## config.mk

```make
export PLATFORM = sky130hd
export DESIGN_NAME = mstc_translator_chopper
export DESIGN_NICKNAME = d
export VERILOG_FILES = /design/src/core/mstc_pkg.sv /design/src/core/mstc_level_rom.sv /design/src/core/mstc_bridge_chop.sv /design/src/core/mstc_translator_chopper.sv
export SDC_FILE = /design/constraint.sdc
export NUM_CORES = 1
export LEC_CHECK = 0
export BUFFER_PORTS_ARGS = -buffer_cell sky130_fd_sc_hd__clkbuf_2
export CAP_MARGIN = 30
export CORE_UTILIZATION = 25
export CTS_CLUSTER_DIAMETER = 60
export CTS_CLUSTER_SIZE = 20
export DETAILED_ROUTE_END_ITERATION = 16
export GPL_TIMING_DRIVEN = 0
export PLACE_DENSITY_LB_ADDON = 0.12
export SYNTH_ARGS = -nofsm -noshare
export SYNTH_HDL_FRONTEND = slang
export SYNTH_SLANG_ARGS = --single-unit
```

## constraint.sdc

```tcl
create_clock -name i_clk -period 16.8 [get_ports i_clk]
set_input_delay 3.36 -clock i_clk [delete_from_list [all_inputs] [get_ports i_clk]]
set_output_delay 3.36 -clock i_clk [all_outputs]
set_load 0.02 [all_outputs]
```

## src/core/mstc_pkg.sv

```systemverilog
// Purpose: Shared constants and types for the microstep translator and chopper.
// Assumes: 25 MHz core clock.
// Notes:   Timing counts are derived from times written in their own units.
package mstc_pkg;

  // ****************************************************************
  // Timing
  // ****************************************************************
  localparam int CLK_MHZ       = 25;
  localparam int TBLANK_NS     = 1000;
  localparam int BLANK_CYC     = ((TBLANK_NS * CLK_MHZ + 999) / 1000 < 1) ? 1 :
                                 (TBLANK_NS * CLK_MHZ + 999) / 1000;
  localparam int TOFF_DEF_US   = 30;
  localparam int TOFF_DEF_CYC  = TOFF_DEF_US * CLK_MHZ;
  localparam int OFFTIME_RESISTOR_PIN_DIV      = 825;
  localparam int FAST_NUM      = 5;
  localparam int FAST_SHIFT    = 4;
  localparam int OFF_W         = 16;
  localparam int BLANK_W       = 8;

  // ****************************************************************
  // Translator
  // ****************************************************************
  localparam int IDX_W         = 6;
  localparam int LEVEL_W       = 8;
  localparam int TAB_AW        = 5;
  localparam int TAB_DEPTH     = 17;
  localparam int QTR_STEPS     = 16;
  localparam logic [IDX_W-1:0]   IDX_HOME   = 6'h08;
  localparam logic [LEVEL_W-1:0] HOME_LEVEL = 8'hb4;
  localparam logic [1:0]         DECAY_HOME = 2'h3;
  localparam logic               DECAY_MIXED = 1'b1;
  localparam logic               DECAY_SLOW  = 1'b0;

  // Resolution code is {resolution_sel_hi, resolution_sel_lo}.
  localparam logic [1:0] RES_FULL      = 2'h0;
  localparam logic [1:0] RES_HALF      = 2'h1;
  localparam logic [1:0] RES_QUARTER   = 2'h2;
  localparam logic [1:0] RES_SIXTEENTH = 2'h3;
  localparam logic [IDX_W-1:0] INC_FULL      = 6'h10;
  localparam logic [IDX_W-1:0] INC_HALF      = 6'h08;
  localparam logic [IDX_W-1:0] INC_QUARTER   = 6'h04;
  localparam logic [IDX_W-1:0] INC_SIXTEENTH = 6'h01;

  // Quarter sine of the phase current, 255 standing for full trip current.
  localparam logic [LEVEL_W-1:0] SINE_TAB [TAB_DEPTH] = '{
    8'h00, 8'h19, 8'h32, 8'h4a, 8'h62, 8'h78, 8'h8e, 8'ha2, 8'hb4,
    8'hc5, 8'hd4, 8'he1, 8'hec, 8'hf4, 8'hfa, 8'hfe, 8'hff};

  // ****************************************************************
  // Register map
  // ****************************************************************
  localparam int OFFR_W = 20;
  localparam logic [7:0]        REG_CTRL    = 8'h00;
  localparam logic [7:0]        REG_OFFR    = 8'h04;
  localparam logic [7:0]        REG_STATUS  = 8'h08;
  localparam logic [7:0]        REG_LEVELS  = 8'h0c;
  localparam int                CTRL_TIED   = 0;
  localparam logic              CTRL_RESET  = 1'b1;
  localparam logic [OFFR_W-1:0] OFFR_RESET  = 20'h061a8;

  // ****************************************************************
  // Types
  // ****************************************************************
  typedef struct packed {
    logic src_a;
    logic src_b;
    logic snk_a;
    logic snk_b;
  } mstc_sw_t;

  typedef struct packed {
    logic             fault;
    logic             asleep;
    logic [1:0]       neg;
    logic [1:0]       decay;
    logic             dir;
    logic [1:0]       res;
    logic [IDX_W-1:0] idx;
  } mstc_status_t;

  typedef enum logic [1:0] {CH_ON, CH_FAST, CH_SLOW} mstc_chop_state_t;

endpackage

```

## src/core/mstc_level_rom.sv

```systemverilog
// Purpose: Two-port registered lookup of the quarter-wave phase current level.
// Assumes: Addresses stay within the table depth.
// Notes:   Read data appear one enabled clock after the address.
`timescale 1ns/1ns
module mstc_level_rom
  import mstc_pkg::*;
(
  // Clock
  input  wire logic               i_clk,
  input  wire logic               i_ce,
  // Read ports
  input  wire logic [TAB_AW-1:0]  i_addr_a,
  input  wire logic [TAB_AW-1:0]  i_addr_b,
  output logic      [LEVEL_W-1:0] o_data_a,
  output logic      [LEVEL_W-1:0] o_data_b
);

  always_ff @(posedge i_clk) begin
    if (i_ce) begin
      o_data_a <= SINE_TAB[i_addr_a];
      o_data_b <= SINE_TAB[i_addr_b];
    end
  end

endmodule

```

## src/core/mstc_bridge_chop.sv

```systemverilog
// Purpose: Fixed off-time current chopper for one full bridge.
// Assumes: i_trip is the bridge's sense comparator, synchronous to i_clk.
// Notes:   The decay mode is taken at the moment of the trip.
`timescale 1ns/1ns
module mstc_bridge_chop
  import mstc_pkg::*;
(
  // Clock and reset
  input  wire logic             i_clk,
  input  wire logic             i_resetn,
  input  wire logic             i_ce,
  // Control
  input  wire logic             i_run,
  input  wire logic             i_mixed,
  input  wire logic             i_neg,
  input  wire logic             i_trip,
  input  wire logic [OFF_W-1:0] i_off_cycles,
  // Switches
  output mstc_sw_t              o_sw
);

  mstc_chop_state_t   state;
  logic [OFF_W-1:0]   cnt;
  logic [BLANK_W-1:0] blank;
  logic [OFF_W-1:0]   slow_part;
  mstc_sw_t           diag;
  mstc_sw_t           sinks;

  // ****************************************************************
  // Switch patterns
  // ****************************************************************
  always_comb begin
    diag  = i_neg ? mstc_sw_t'{src_a: 1'b0, src_b: 1'b1, snk_a: 1'b1, snk_b: 1'b0}
                  : mstc_sw_t'{src_a: 1'b1, src_b: 1'b0, snk_a: 1'b0, snk_b: 1'b1};
    sinks = mstc_sw_t'{src_a: 1'b0, src_b: 1'b0, snk_a: 1'b1, snk_b: 1'b1};
    slow_part = i_off_cycles - OFF_W'((32'(i_off_cycles) * FAST_NUM) >> FAST_SHIFT);
  end

  // ****************************************************************
  // Chopper state
  // ****************************************************************
  always_ff @(posedge i_clk) begin
    if (!i_resetn) begin
      state <= CH_ON;
      cnt   <= '0;
      blank <= BLANK_W'(BLANK_CYC);
      o_sw  <= '0;
    end else if (i_ce) begin
      if (!i_run) begin
        state <= CH_ON;
        blank <= BLANK_W'(BLANK_CYC);
        o_sw  <= '0;
      end else begin
        case (state)
          CH_ON: begin
            // The comparator is ignored while switching transients settle.
            if (blank != '0) begin
              blank <= blank - 1'b1;
              o_sw  <= diag;
            end else if (i_trip) begin
              cnt   <= i_off_cycles;
              blank <= BLANK_W'(BLANK_CYC);
              if (i_mixed) begin
                state <= CH_FAST;
                o_sw  <= '0;
              end else begin
                state <= CH_SLOW;
                o_sw  <= sinks;
              end
            end else begin
              o_sw <= diag;
            end
          end
          CH_FAST: begin
            cnt <= cnt - 1'b1;
            if (cnt <= slow_part) begin
              state <= CH_SLOW;
              o_sw  <= sinks;
            end
          end
          default: begin
            cnt <= cnt - 1'b1;
            if (cnt <= OFF_W'(1)) begin
              state <= CH_ON;
              blank <= BLANK_W'(BLANK_CYC);
              o_sw  <= diag;
            end
          end
        endcase
      end
    end
  end

  // ****************************************************************
  // Checks
  // ****************************************************************
  property p_blank_hold;
    @(posedge i_clk) disable iff (!i_resetn)
    (i_ce && i_run && state == CH_ON && blank != '0) |=> state == CH_ON;
  endproperty
  a_blank_hold: assert property (p_blank_hold) else $error("trip taken inside blank");

endmodule

```

## src/core/mstc_translator_chopper.sv

```systemverilog
// Purpose: Step translator with per-bridge fixed off-time chopping and APB status.
// Assumes: All pins synchronous to i_clk; APB slave with one wait state.
// Notes:   Level codes drive the phase DACs; 255 is full trip current.
// Summary of operation
// Power-on or reset loads Home levels and polarities, both bridges Mixed decay.
// Each rising advance pulse moves the translator one increment.
// Each increment steps the DACs along the fixed sequence at the chosen resolution.
// A bridge whose new level is lower goes to Mixed decay.
// A bridge whose new level is higher or equal goes to Slow decay.
// Reset pin low holds Home, switches off, and ignores steps.
// Resolution selects are taken only at an advance pulse edge.
// Selects low/low full, high/low half, low/high quarter, high/high sixteenth.
// Rotation sense low is clockwise, high counterclockwise.
// Rotation sense changes act only at the next advance pulse edge.
// On phase drives one diagonal pair until the comparator trips.
// Trip turns off sources in Slow decay, sources and sinks in Mixed.
// Trip threshold is the step's share of the peak trip current.
// A one-shot times the off interval, resistance over 825 in microseconds.
// Off interval pin tied high gives 30 microseconds.
// Comparators are ignored about 1 microsecond after each switching.
// Mixed decay is fast for 31.25 percent of off time, then slow.
// A low side gate supply fault disables all switches.
// Over-temperature or pump undervoltage disables switches until cleared.
// Supply lockout disables switches and returns the translator Home.
// Output disable high turns all switches off.
// Translator keeps working whatever the output disable state.
// Sleep low stops switches, regulator and pump; waking goes Home.
// The controller waits 1 ms after waking before the first step.
// Home is the 45 degree point; the table runs counterclockwise.
// A 64-entry index moves by 16, 8, 4 or 1, wrapping.
// Index rises one way, falls the other; levels and polarity come from it.
//
// The register offsets and the APB interface to the registers were left to the implementer.
`timescale 1ns/1ns
module mstc_translator_chopper
  import mstc_pkg::*;
(
  // Clock and reset
  input  wire logic                    i_clk,
  input  wire logic                    i_resetn,
  input  wire logic                    i_ce,
  // APB slave
  input  wire logic                    i_psel,
  input  wire logic                    i_penable,
  input  wire logic                    i_pwrite,
  input  wire logic [31:0]             i_paddr,
  input  wire logic [31:0]             i_pwdata,
  output logic      [31:0]             o_prdata,
  output logic                         o_pready,
  output logic                         o_pslverr,
  // Translator pins
  input  wire logic                    i_advance_pulse,
  input  wire logic                    i_rotation_sense,
  input  wire logic                    i_resolution_sel_lo,
  input  wire logic                    i_resolution_sel_hi,
  input  wire logic                    i_translator_resetn,
  input  wire logic                    i_output_disable,
  input  wire logic                    i_sleepn,
  // Protection
  input  wire logic                    i_gate_supply_fault,
  input  wire logic                    i_overtemp,
  input  wire logic                    i_pump_undervolt,
  input  wire logic                    i_supply_lockout,
  // Bridges
  input  wire logic [1:0]              i_sense_trip,
  output mstc_sw_t  [1:0]              o_sw,
  output logic      [1:0][LEVEL_W-1:0] o_dac_level,
  output logic      [1:0]              o_decay_mixed,
  output logic                         o_pump_en
);

  // ****************************************************************
  // Declarations
  // ****************************************************************
  logic                    step_prev;
  logic                    step_rise;
  logic                    home_req;
  logic                    fault;
  logic                    run_in;
  logic                    run;
  logic [IDX_W-1:0]        idx;
  logic [IDX_W-1:0]        inc;
  logic [1:0]              res_used;
  logic                    dir_used;
  logic                    pend1;
  logic                    pend2;
  logic [1:0]              neg;
  logic [1:0]              next_neg;
  logic [1:0][TAB_AW-1:0]  tab_addr;
  logic [1:0][LEVEL_W-1:0] tab_q;
  logic                    ctrl_tied;
  logic [OFFR_W-1:0]       offr;
  logic [OFF_W-1:0]        off_cycles;
  logic [OFF_W-1:0]        next_off;
  logic [IDX_W-3:0]        rem;
  mstc_status_t            status;
  logic                    acc;

  assign step_rise = i_advance_pulse && !step_prev;
  assign fault     = i_gate_supply_fault || i_overtemp || i_pump_undervolt;
  assign home_req  = !i_translator_resetn || i_supply_lockout || !i_sleepn;
  assign run_in    = i_sleepn && i_translator_resetn && !i_output_disable
                     && !fault && !i_supply_lockout;

  // ****************************************************************
  // Translator index
  // ****************************************************************
  always_comb begin
    case ({i_resolution_sel_hi, i_resolution_sel_lo})
      RES_FULL:    inc = INC_FULL;
      RES_HALF:    inc = INC_HALF;
      RES_QUARTER: inc = INC_QUARTER;
      default:     inc = INC_SIXTEENTH;
    endcase
  end

  always_ff @(posedge i_clk) begin
    if (!i_resetn) begin
      step_prev <= 1'b0;
      idx       <= IDX_HOME;
      res_used  <= RES_FULL;
      dir_used  <= 1'b0;
      pend1     <= 1'b0;
    end else if (i_ce) begin
      step_prev <= i_advance_pulse;
      pend1     <= 1'b0;
      if (home_req) begin
        idx <= IDX_HOME;
      end else if (step_rise) begin
        // Selects and sense are looked at only here, so mid-step changes wait.
        res_used <= {i_resolution_sel_hi, i_resolution_sel_lo};
        dir_used <= i_rotation_sense;
        pend1    <= 1'b1;
        if (i_rotation_sense) begin
          idx <= idx + inc;
        end else begin
          idx <= idx - inc;
        end
      end
    end
  end

  // ****************************************************************
  // Phase level lookup
  // ****************************************************************
  // Phase 1 follows the cosine and phase 2 the sine of the index angle.
  always_comb begin
    rem         = idx[IDX_W-3:0];
    tab_addr[0] = idx[IDX_W-2] ? TAB_AW'(rem) : TAB_AW'(QTR_STEPS - 32'(rem));
    tab_addr[1] = idx[IDX_W-2] ? TAB_AW'(QTR_STEPS - 32'(rem)) : TAB_AW'(rem);
    next_neg[0] = idx[IDX_W-1] ^ idx[IDX_W-2];
    next_neg[1] = idx[IDX_W-1];
  end

  mstc_level_rom u_rom (
    .i_clk    (i_clk),
    .i_ce     (i_ce),
    .i_addr_a (tab_addr[0]),
    .i_addr_b (tab_addr[1]),
    .o_data_a (tab_q[0]),
    .o_data_b (tab_q[1])
  );

  // ****************************************************************
  // DAC levels, polarity and decay selection
  // ****************************************************************
  // The level code is the step's share of peak trip current; the analog
  // divider by eight of the reference lives outside this block.
  always_ff @(posedge i_clk) begin
    if (!i_resetn) begin
      pend2         <= 1'b0;
      o_dac_level   <= {HOME_LEVEL, HOME_LEVEL};
      neg           <= 2'h0;
      o_decay_mixed <= DECAY_HOME;
    end else if (i_ce) begin
      pend2 <= pend1 && !home_req;
      if (home_req) begin
        o_dac_level   <= {HOME_LEVEL, HOME_LEVEL};
        neg           <= 2'h0;
        o_decay_mixed <= DECAY_HOME;
      end else if (pend2) begin
        neg <= next_neg;
        for (int b = 0; b < 2; b++) begin
          o_dac_level[b] <= tab_q[b];
          if (tab_q[b] < o_dac_level[b]) begin
            o_decay_mixed[b] <= DECAY_MIXED;
          end else begin
            o_decay_mixed[b] <= DECAY_SLOW;
          end
        end
      end
    end
  end

  // ****************************************************************
  // Output permission and off-time
  // ****************************************************************
  always_ff @(posedge i_clk) begin
    if (!i_resetn) begin
      run        <= 1'b0;
      o_pump_en  <= 1'b0;
      off_cycles <= OFF_W'(TOFF_DEF_CYC);
    end else if (i_ce) begin
      run        <= run_in;
      o_pump_en  <= i_sleepn;
      off_cycles <= next_off;
    end
  end

  always_comb begin
    if (ctrl_tied) begin
      next_off = OFF_W'(TOFF_DEF_CYC);
    end else begin
      next_off = OFF_W'((32'(offr) * CLK_MHZ) / OFFTIME_RESISTOR_PIN_DIV);
      if (next_off == '0) begin
        next_off = OFF_W'(1);
      end
    end
  end

  for (genvar g = 0; g < 2; g++) begin : g_bridge
    mstc_bridge_chop u_chop (
      .i_clk        (i_clk),
      .i_resetn     (i_resetn),
      .i_ce         (i_ce),
      .i_run        (run),
      .i_mixed      (o_decay_mixed[g]),
      .i_neg        (neg[g]),
      .i_trip       (i_sense_trip[g]),
      .i_off_cycles (off_cycles),
      .o_sw         (o_sw[g])
    );
  end

  // ****************************************************************
  // APB registers
  // ****************************************************************
  always_comb begin
    status.fault  = fault || i_supply_lockout;
    status.asleep = !i_sleepn;
    status.neg    = neg;
    status.decay  = o_decay_mixed;
    status.dir    = dir_used;
    status.res    = res_used;
    status.idx    = idx;
  end

  // One wait state keeps every bus output registered.
  assign acc = i_psel && i_penable && !o_pready;

  always_ff @(posedge i_clk) begin
    if (!i_resetn) begin
      o_pready  <= 1'b0;
      o_prdata  <= '0;
      o_pslverr <= 1'b0;
    end else if (i_ce) begin
      o_pready  <= acc;
      o_pslverr <= 1'b0;
      o_prdata  <= '0;
      if (acc) begin
        if (i_paddr == 32'(REG_CTRL)) begin
          o_prdata <= 32'(ctrl_tied);
        end else if (i_paddr == 32'(REG_OFFR)) begin
          o_prdata <= 32'(offr);
        end else if (i_paddr == 32'(REG_STATUS)) begin
          o_prdata <= 32'(status);
        end else if (i_paddr == 32'(REG_LEVELS)) begin
          o_prdata <= 32'(o_dac_level);
        end else begin
          o_pslverr <= 1'b1;
        end
      end
    end
  end

  always_ff @(posedge i_clk) begin
    if (!i_resetn) begin
      ctrl_tied <= CTRL_RESET;
      offr      <= OFFR_RESET;
    end else if (i_ce && i_psel && i_penable && o_pready && i_pwrite) begin
      if (i_paddr == 32'(REG_CTRL)) begin
        ctrl_tied <= i_pwdata[CTRL_TIED];
      end else if (i_paddr == 32'(REG_OFFR)) begin
        offr <= i_pwdata[OFFR_W-1:0];
      end
    end
  end

  // ****************************************************************
  // Checks
  // ****************************************************************
  property p_home_hold;
    @(posedge i_clk) disable iff (!i_resetn)
    (i_ce && home_req) |=> (idx == IDX_HOME && o_decay_mixed == DECAY_HOME);
  endproperty
  a_home_hold: assert property (p_home_hold) else $error("not at Home under reset");

  property p_ccw_sixteenth;
    @(posedge i_clk) disable iff (!i_resetn)
    (i_ce && step_rise && !home_req && i_resolution_sel_lo && i_resolution_sel_hi
     && i_rotation_sense) |=> idx == $past(idx) + 6'h01;
  endproperty
  a_ccw_sixteenth: assert property (p_ccw_sixteenth) else $error("bad sixteenth step");

  property p_cw_full;
    @(posedge i_clk) disable iff (!i_resetn)
    (i_ce && step_rise && !home_req && !i_resolution_sel_lo && !i_resolution_sel_hi
     && !i_rotation_sense) |=> idx == $past(idx) - 6'h10;
  endproperty
  a_cw_full: assert property (p_cw_full) else $error("bad full step clockwise");

  property p_no_edge_hold;
    @(posedge i_clk) disable iff (!i_resetn)
    (i_ce && !step_rise && !home_req) |=> ($stable(idx) && $stable(res_used) && $stable(dir_used));
  endproperty
  a_no_edge_hold: assert property (p_no_edge_hold) else $error("moved without edge");

  property p_decay_mixed;
    @(posedge i_clk) disable iff (!i_resetn)
    (i_ce && pend2 && !home_req && tab_q[0] < o_dac_level[0]) |=> o_decay_mixed[0];
  endproperty
  a_decay_mixed: assert property (p_decay_mixed) else $error("falling level not Mixed");

  property p_decay_slow;
    @(posedge i_clk) disable iff (!i_resetn)
    (i_ce && pend2 && !home_req && tab_q[1] >= o_dac_level[1]) |=> !o_decay_mixed[1];
  endproperty
  a_decay_slow: assert property (p_decay_slow) else $error("rising level not Slow");

  property p_switches_off;
    @(posedge i_clk) disable iff (!i_resetn)
    (i_ce && !run_in) [*2] |=> o_sw == '0;
  endproperty
  a_switches_off: assert property (p_switches_off) else $error("switch on while disabled");

  property p_pump_sleep;
    @(posedge i_clk) disable iff (!i_resetn)
    (i_ce && !i_sleepn) |=> !o_pump_en;
  endproperty
  a_pump_sleep: assert property (p_pump_sleep) else $error("pump on in sleep");

  c_step_half: cover property (@(posedge i_clk) disable iff (!i_resetn)
    i_ce && step_rise && !home_req && i_resolution_sel_lo && !i_resolution_sel_hi);
  c_mixed_trip: cover property (@(posedge i_clk) disable iff (!i_resetn)
    i_ce && run && o_decay_mixed[0] && i_sense_trip[0]);
  c_step_disabled: cover property (@(posedge i_clk) disable iff (!i_resetn)
    i_ce && step_rise && !home_req && i_output_disable);

endmodule

```

After elaboration in Yosys (flattened, before gate mapping)
Memory sizes are Yosys's and may differ from the RTL's. A register that Yosys moved wholly into a read port is not among the register bits.
Cells that the tools add are included.

storage, ports and cells
  bits in registers = 165
  memory bits (read-only) = 512
  input port bits = 83
  output and inout bits = 61
  logic and storage cells = 202
  memories kept = 2

memories
  name              depth  bits a word  read ports  clocked after memory_dff  wr ports  line                  text
  (name not given)  32     8            1           1                         0         mstc_level_rom.sv:20  o_data_a <= SINE_TAB[i_addr_a];
  (name not given)  32     8            1           1                         0         mstc_level_rom.sv:21  o_data_b <= SINE_TAB[i_addr_b];

operators by class
  add/sub/neg operators = 8
  multiply operators = 2
  div/mod/pow operators = 1
  magnitude comparators = 6
  equality and inequality tests = 25
  multiplexer cells = 74
  bitwise operators = 5
  reductions and logical operators = 47

operators with widths
  cell                                                   number
  two-way mux 16 bit                                     12
  == test 32 x 4 -> 1 bit (second input constant)        2
  two-way mux 8 bit                                      8
  two-way mux 20 bit                                     3
  two-way mux 4 bit                                      12
  two-way mux 2 bit                                      18
  divider 25 x 10 -> 32 bit (second input constant)      1
  == test 32 x 3 -> 1 bit (second input constant)        1
  <= comparator 16 x 1 -> 1 bit (second input constant)  2
  <= comparator 16 bit                                   2
  zero test 32 bit                                       1
  one-hot mux 8 bit (2 select lines)                     2
  subtractor 16 x 1 -> 16 bit (second input constant)    2
  multiplier 20 x 5 -> 25 bit (second input constant)    1
  multiplier 16 x 3 -> 19 bit (second input constant)    1
  two-way mux 6 bit                                      3
  zero test 16 bit                                       1
  < comparator 8 bit                                     2
  one-hot mux 4 bit (2 select lines)                     2
  AND reduction 4 bit                                    4
  nonzero test 8 bit                                     2
  subtractor 16 x 15 -> 16 bit                           1
  subtractor 8 x 1 -> 8 bit (second input constant)      2
  one-hot mux 5 bit (3 select lines)                     1
  25 further kinds                                       82

Logic depth before layout (Yosys ltp)
Gate-level depths: netlist of run 1.

  depth in word-level cells = 7
  gate-level depth with buffers = 73
  gate-level depth less buffers = 64

Cells and area by module
Synthesis of run 1 repeated with hierarchy kept, for this count alone.

unflattened totals
  cell total of the unflattened synthesis = 2829
  area, all modules = 21894.7 um^2

modules (own cells, without submodules)
  module                                  instances  cells each  area an instance (um^2)  sequential area each (um^2)
  mstc_translator_chopper                 1          1765        13422.9                  1861.8
  mstc_bridge_chop at g_bridge[1].u_chop  1          482         3722.3                   600.6
  mstc_bridge_chop at g_bridge[0].u_chop  1          485         3674.8                   600.6
  mstc_level_rom                          1          97          1074.8                   480.5

Worst setup path after synthesis of run 1
OpenSTA, ideal clock, no wires.

  path kind = reg2reg
  start point = register offr[2]
  end point = register off_cycles[0]
  setup time = 0.092 ns
  arrival time = 16.243 ns
  data required time = 16.708 ns
  slack = 0.465 ns
  stages on the path, launching flop included = 69
  buffers on the path = 5
  period minus slack after synthesis = 16.335 ns
  path through = dfxtp_1 -> clkbuf_1 -> inv_1 -> ha_1 -> ha_1 -> ha_1 -> fa_1 -> a211oi_2 -> o211ai_1 -> a41o_1 -> a211o_1 -> xnor2_1 -> and2_1 -> buf_2 -> o21ai_2 -> a21o_1 -> nand2_1 -> o311a_1 -> [33 not listed] -> nor2_1 -> a21oi_1 -> mux2i_1 -> nand2_1 -> o2111ai_1 -> o311ai_1 -> a21oi_1 -> clkbuf_1 -> o21a_1 -> nand2_1 -> xnor2_1 -> ha_1 -> or2_2 -> o221ai_2 -> a21boi_1 -> nor2_1 -> mux2i_1 -> o32ai_1

between the ends
  cells in the longest elaborated chain, start to end = 5

RTL lines
  element                          line                            text
  start, declared                  mstc_translator_chopper.sv:92   logic [OFFR_W-1:0] offr;
  start signal, assigned           mstc_translator_chopper.sv:284  offr <= i_pwdata[OFFR_W-1:0];
  multiplier 20 x 5 -> 25 bit (*)  mstc_translator_chopper.sv:214  next_off = OFF_W'((32'(offr) * CLK_MHZ) / OFFTIME_RESISTOR_PIN_DIV);
  divider 25 x 10 -> 32 bit (*)    mstc_translator_chopper.sv:214
  zero test 16 bit                 mstc_translator_chopper.sv:215  if (next_off == '0) begin
  two-way mux 16 bit (*)           mstc_translator_chopper.sv:215
  two-way mux 16 bit (*)           mstc_translator_chopper.sv:211  if (ctrl_tied) begin
  end signal, assigned             mstc_translator_chopper.sv:202  off_cycles <= OFF_W'(TOFF_DEF_CYC);
  end signal, assigned             mstc_translator_chopper.sv:206  off_cycles <= next_off;
  end, declared                    mstc_translator_chopper.sv:93   logic [OFF_W-1:0] off_cycles;

Mark *: on every way between the ends. The rest lies on a longest branch, timed or not.
A chain may end at the register's enable or synchronous reset.

Final worst setup path of run 1
  start point = register offr[12]
  end point = register off_cycles[0]

The elaborated chain is that of the path after synthesis.

==> results of run 1 <==
-- kinds of logic (layout without fill, tap and decap cells) --
group	Yosys count	in the layout	share of synthesized area
and+or+nand+nor	860	860	0.2298
adders and majority gates	211	211	0.1424
buffers and inverters	250	566	0.05287
DFF	169	169	0.1833
xor gates and xnor gates	126	126	0.06070
other	1	13	0.0001940
muxes	64	64	0.03508
AOI/OAI and AO/OA	811	811	0.2957
-- sequential cells by signal, summed over array words and instances, names as in the netlist --
name and count:
g_bridge.u_chop.cnt 32, o_prdata 20, offr 20, g_bridge.u_chop.blank 16, o_dac_level 16, off_cycles 16, g_bridge.u_chop.o_sw 8, u_rom.o_data_a 8
u_rom.o_data_b 8, idx 6, g_bridge.u_chop.state 4, neg 2, o_decay_mixed 2, res_used 2, ctrl_tied 1, dir_used 1
o_pready 1, o_pslverr 1, o_pump_en 1, pend1 1, pend2 1, run 1, step_prev 1
-- layer usage --
layer  track usage  vias up  wire [um]
li1              -     9854          -
met1        0.2407     9510      34160
met2        0.2749      397      32110
met3       0.02382       46       2496
met4       0.03139        2        869
met5             0        -         11
-- final timing paths --
check / startpoint / slack (ns) / end
setup / recovery: offr[12] / 0.28 / off_cycles[0]
setup reg to reg: offr[12] / 0.28 / off_cycles[0]
hold reg to reg: g_bridge[0].u_chop.o_sw[2] / 0.47 / g_bridge[0].u_chop.o_sw[2]
hold / removal: g_bridge[0].u_chop.o_sw[2] / 0.47 / g_bridge[0].u_chop.o_sw[2]
-- power groups by stage --
| stage | logic (W) | clock network (W) | registers, W |
|---|---|---|---|
| final | 0.0000670 | 0.000388 | 0.000412 |
| after global routing | 0.0000735 | 0.000417 | 0.000413 |
| after CTS | 0.0000676 | 0.000398 | 0.000414 |
| after detailed placement | 0.0000673 | 0 | 0.000423 |
| after global placement | 0.0000668 | 0 | 0.000423 |
| after floorplan | 0.0000367 | 0 | 0.000423 |
-- per-stage QoR --
stage	TNS, ns	util
2_1_floorplan	0	-
3_3_place_gp	-15.03	0.2789
3_5_place_dp	-15.16	0.2790
4_1_cts	0	0.3083
5_1_grt	-0.5351	0.3300
6_report	0	0.3300
-- final cells by class --
| type | instances | area [um2] | share of cell area |
|---|---|---|---|
| diodes | 1 | 2.502 | 0.00009950 |
| plain buffers | 101 | 530.5 | 0.02109 |
| clock buffers | 17 | 425.4 | 0.01691 |
| clock inverters | 14 | 133.9 | 0.005323 |
| inverters | 144 | 544.3 | 0.02164 |
| multi-input cells | 2084 | 16700 | 0.6639 |
| flip-flops and latches | 169 | 3587 | 0.1426 |
| well taps | 1030 | 1289 | 0.05124 |
| repair buffers | 290 | 1939 | 0.07711 |
-- Yosys cell counts, drive strengths merged, types with 9 or more instances --
cell / instances / area share
fa: 18 / 0.019
and2: 38 / 0.012
nor4: 36 / 0.013
o31ai: 15 / 0.0075
a21oi: 207 / 0.054
nor2b: 89 / 0.029
nand3: 65 / 0.017
ha: 183 / 0.12
mux2: 17 / 0.0099
nand2b: 46 / 0.015
o21ai: 177 / 0.050
a31oi: 38 / 0.015
o2111ai: 13 / 0.0059
xor2: 46 / 0.022
o221a: 9 / 0.0052
dfxtp: 153 / 0.16
nor3: 65 / 0.018
edfxtp: 16 / 0.025
clkbuf: 71 / 0.014
a21boi: 37 / 0.015
a221oi: 9 / 0.0047
or2: 18 / 0.0060
o22ai: 11 / 0.0046
o21a: 23 / 0.0091
a22oi: 39 / 0.015
maj3: 10 / 0.0053
xnor2: 79 / 0.038
or3: 26 / 0.0087
a211oi: 23 / 0.0097
nand2: 190 / 0.037
buf: 35 / 0.011
o21bai: 10 / 0.0039
o221ai: 9 / 0.0047
and3: 17 / 0.0055
a21o: 36 / 0.014
or4: 12 / 0.0050
nand4: 23 / 0.0074
inv: 144 / 0.028
mux2i: 46 / 0.024
nor2: 200 / 0.039
o211ai: 40 / 0.017
a221o: 13 / 0.0067
and4: 14 / 0.0065
o31a: 12 / 0.0054
-- worst register-to-register path, delay by kind of cell, from the launching register on --
family	cells	cell delay (ns)
AO/OA/AOI/OAI	31	7.21
AND/OR/NAND/NOR	17	4.54
adder cells (fa/ha/maj)	4	1.50
buffers and inverters	9	1.38
XOR/XNOR	4	0.78
multiplexers	2	0.52
flip-flops	1	0.43
-- repair_timing --
item                                    CTS  global route
resized for setup                       194           194
pin swaps                                76           113
setup buffers                            83            88
gates cloned                              0             0
endpoints found under the setup margin    5             3
==> run metrics, run 1 <==
largest net degree at the start of global routing 18; final worst clock skew 0.01580 ns; total power density per cell area 34.49 nW/um2; placed cells 3652; part of the power in combinational logic 0.077; Inserted Clock Buffers 17; logic depth of the worst register-to-register path 67; # fillers 8073; path type of the worst min-delay path flip-flop to flip-flop; clock latency at the later pin of the worst-skew pair 0.46 ns; reported leakage power 10.02 nW; DIE HEIGHT 280.1 um; Layout Area Growth over Synthesis 30.09%; number of enable-type register cells in the synthesized netlist 16; GPL Wtd Cong 0.8710; post-layout min period 16.52 ns; DPL Wire Length 53990 um; Post-CTS Hold Fix Bufs 0; post-layout instance count excluding filler cells 3850; Hold Path Stages 2; post-route worst hold slack 0.4658 ns; worst-case clock buffer depth 2; clock slew at the register clock pins of the worst setup and hold paths 0.08 ns; Final Max Tran Viols 0; worst path arrival time 16.85 ns; drt initial violations 1137; fraction of registers with async set/reset 0; area after detailed placement 21260 um2; post-synthesis average cell area 7.758 um2; sequential fraction of design power 0.476; number of antenna-violating nets in the routed design 0; startpoint kind of the worst setup timing path flip-flop; highest achievable clock rate 60.55 MHz; number of top-level pins 144; status finished clean; final design area excluding fillers 25150 um2; most repeated library cell on the critical path a31oi_4; post-synth design cell area 19330 um2; Layout Nets 3091; biggest cell delay along the critical path 0.60 ns; buffer type at the clock tree root clkbuf_16; number of synthesized register bits 169; CTS H-Tree Depth 4; Gate Count Post-Synth 2492; sequential-to-total area share from yosys stat 0.1833; Synth cell types 131; Slew @ Worst Pin 1.093 ns; Starting Density 0.2537; Sw Ratio 0.2750; Max IR drop VDD 74.33 uV; commonest non-fill, non-tap cell in the layout nor2_1; required time reported for the critical path endpoint 17.13 ns; internal power component 0.0006288 W; critical path class flip-flop to flip-flop; final total power 0.0008673 W; Overall Global Routing Usage 0.1704; Slew Limit Headroom 0.2662; ratio of routed vias to standard cells 5.145; count of buffers from port buffering 118; total wire length after detailed routing 69650 um; highest-count cells in the layout ignoring fill and taps nor2_1 (190), buf_4 (181), nand2_1 (179); RSZ-0062 raised after global routing true; final worst path period share 0.9831; slowest stage cell on the critical path or4_4; post-detailed-route DRC marker count 0; Final Setup Violations 0; clock share of power 0.447; vias in the first global route 18787; Final Worst Setup Slack 0.2838 ns; number of core rows 101; detailed-route wire length per cell 18.09 um; total die area 78450 um2; CP delay by family, top compound AO/OA/AOI/OAI gates; max-capacitance violation count 0; Final Hold Violating Endpoints 0; antenna violations before repair 1; category of the worst setup path capture point flip-flop; net switching power figure 0.0002386 W; DRT Pass-1 Iters 5; via count 19809; yosys warns 0; gr ovfl total 0; clock sink count 169; first-pass GRT wire length 106800 um; worst-case setup slack after placement -4.689 ns; most instantiated flip-flop cell in the synthesis netlist dfxtp_1; critical path fanouts, max 10; layout cells sized above 1 0.2515; clock tree from TritonCTS yes; count of buffer and inverter cells on the critical path 9; Core Region 76200 um2; number of stages on the worst setup path 67; width of the die 280.1 um
(Power assumes the default switching activity.)
==> inputs of run 2 (changes only) <==
- CORE_UTILIZATION: 25 -> 55
==> run metrics, run 2 (synthesis results as in run 1) <==
antenna violations before repair 1 (unchanged); gr ovfl total 0 (unchanged); leading registers by flop count g_bridge.u_chop.cnt: 32 flops, o_prdata: 20 flops, offr: 20 flops; Slew Limit Headroom 0.3508 (+0.08468); critical path fanouts, max 10 (unchanged); post-detailed-route DRC marker count 0 (unchanged); category of the worst setup path capture point flip-flop; commonest non-fill, non-tap cell in the layout nor2_1; post-layout min period 16.93 ns (+0.4176 ns); clock slew at the register clock pins of the worst setup and hold paths 0.08 ns (about the same); largest net degree at the start of global routing 21 (+3); required time reported for the critical path endpoint 17.12 ns (about the same); total die area 35910 um2 (-54%); final worst clock skew 0.01822 ns (+0.002420 ns); Final Max Tran Viols 0 (unchanged); clock tree from TritonCTS yes; Max IR drop VDD 72.29 uV (-2.7%); number of antenna-violating nets in the routed design 0 (unchanged); GPL Wtd Cong 0.9399 (+7.9%); number of diodes added for antenna fixing 0 (-1); biggest cell delay along the critical path 0.47 ns (-0.13 ns); area after detailed placement 20530 um2 (-3.4%); ratio of routed vias to standard cells 6.331 (+23%); highest-count cells in the layout ignoring fill and taps nor2_1 (191), a21oi_1 (184), nand2_1 (182); clock latency at the later pin of the worst-skew pair 0.45 ns (about the same); vias in the first global route 18630 (-0.84%); Hold Path Stages 2 (unchanged); slowest stage cell on the critical path or3b_4; logic depth of the worst register-to-register path 77 (+15%); Layout Nets 3059 (-1.0%); final worst path period share 1.008 (+0.02486); number of core rows 68 (-33%); highest achievable clock rate 59.05 MHz (-2.5%); reported leakage power 9.841 nW (-1.8%); most repeated library cell on the critical path buf_4; DPL Wire Length 46330 um (-14%); total wire length after detailed routing 62150 um (-11%); Final Setup Violations 1 (+1); register bank with the most flops g_bridge.u_chop.cnt; Starting Density 0.5597 (+0.3060); width of the die 189.5 um (-32%); DRT Pass-1 Iters 6 (+1); final total power 0.0008924 W (+2.9%); critical path class flip-flop to flip-flop; path type of the worst min-delay path flip-flop to flip-flop; status finished, violations left; flip-flop count of the largest register, all copies and words added 32 (unchanged); buffer type at the clock tree root clkbuf_16; Slew @ Worst Pin 0.9663 ns (-0.1266 ns); Final Worst Setup Slack -0.1338 ns (-0.4176 ns); worst path arrival time 17.26 ns (+0.41 ns); Inserted Clock Buffers 17 (unchanged); CTS H-Tree Depth 4 (unchanged); Overall Global Routing Usage 0.3328 (+0.1624); number of top-level pins 144 (unchanged); first-pass GRT wire length 97250 um (-8.9%); max-capacitance violation count 0 (unchanged); Final Hold Violating Endpoints 0 (unchanged); worst-case clock buffer depth 2 (unchanged); detailed-route wire length per cell 19.16 um (+5.9%); drt initial violations 1866 (+64%); total power density per cell area 37.59 nW/um2 (+9.0%); failing checks setup timing; startpoint kind of the worst setup timing path flip-flop; final design area excluding fillers 23740 um2 (-5.6%); clock sink count 169 (unchanged); layout cells sized above 1 0.2256 (-0.02590); count of buffers from port buffering 118 (unchanged); RSZ-0062 raised after global routing true; via count 20530 (+3.6%); Layout Area Growth over Synthesis 22.78%; DIE HEIGHT 189.5 um (-32%); Core Region 34540 um2 (-55%)
run 2: power breakdown:
group	internal, W	total (W)	leakage [nW]	switching [W]
clock network	0.000213	0.000415	0.309	0.000202
logic	0.0000255	0.0000644	8.15	0.0000389
registers	0.000409	0.000413	1.38	0.00000402
total	0.000647	0.000892	9.84	0.000245
run 2: layout make-up:
| class | instances | area (um2) |
|---|---|---|
| Multi-Input combinational cell | 2084 | 16210 |
| Fill cell | 2847 | 10810 |
| Sequential cell | 169 | 3576 |
| Timing Repair Buffer | 256 | 1668 |
| Tap cell | 455 | 569.3 |
| Inverter | 144 | 540.5 |
| Buffer | 103 | 530.5 |
| Clock buffer | 18 | 450.4 |
| Clock inverter | 14 | 190.2 |
run 2: final timing paths:
check | end | slack [ns] | start
setup reg to reg | off_cycles[0] | -0.13 | offr[2]
hold / removal | g_bridge[1].u_chop.o_sw[3] | 0.47 | g_bridge[1].u_chop.o_sw[3]
hold reg to reg | g_bridge[1].u_chop.o_sw[3] | 0.47 | g_bridge[1].u_chop.o_sw[3]
setup / recovery | off_cycles[0] | -0.13 | offr[2]
run 2: stage by stage:
step | std cells | worst slack [ns] | hold WS [ns] | utilization | TNS [ns]
CTS | 3172 | 0.003764 | 0.4763 | 0.6543 | 0
finish | 3243 | -0.1338 | 0.4724 | 0.6872 | -0.1338
detailed placement | 3076 | -3.448 | 0.4669 | 0.5945 | -9.717
floorplan | 2503 | 0.4648 | 0.4410 | - | 0
global route | 3243 | -0.7539 | 0.5131 | 0.6872 | -1.331
global placement | 3076 | -3.272 | 0.4524 | 0.5945 | -8.936
run 2: repair_timing:
| action | CTS | global route |
|---|---|---|
| endpoints found under the setup margin | 5 | 3 |
| resized for setup | 167 | 129 |
| setup buffers | 67 | 70 |
| pin swaps | 62 | 86 |
| hold buffers | 0 | 0 |
run 2: critical path, delay by kind of cell, from the launching register on:
family                     cells  cell delay [ns]
DFF                            1             0.38
buffers and inverters         17             2.45
xor gates and xnor gates       2             0.37
and+or+nand+nor               16             3.66
adders and majority gates      6             1.88
AOI/OAI and AO/OA             35             7.67
muxes                          1             0.41
run 2: routing by layer:
metal | part of all wire | GRT usage | routed length, um | up-vias
met5 | 0 | 0 | 0 | -
met4 | 0.016 | 0.06669 | 999 | 0
met3 | 0.069 | 0.03892 | 4268 | 87
met2 | 0.47 | 0.5441 | 28910 | 861
met1 | 0.45 | 0.4691 | 27970 | 9801
li1 | - | - | - | 9781
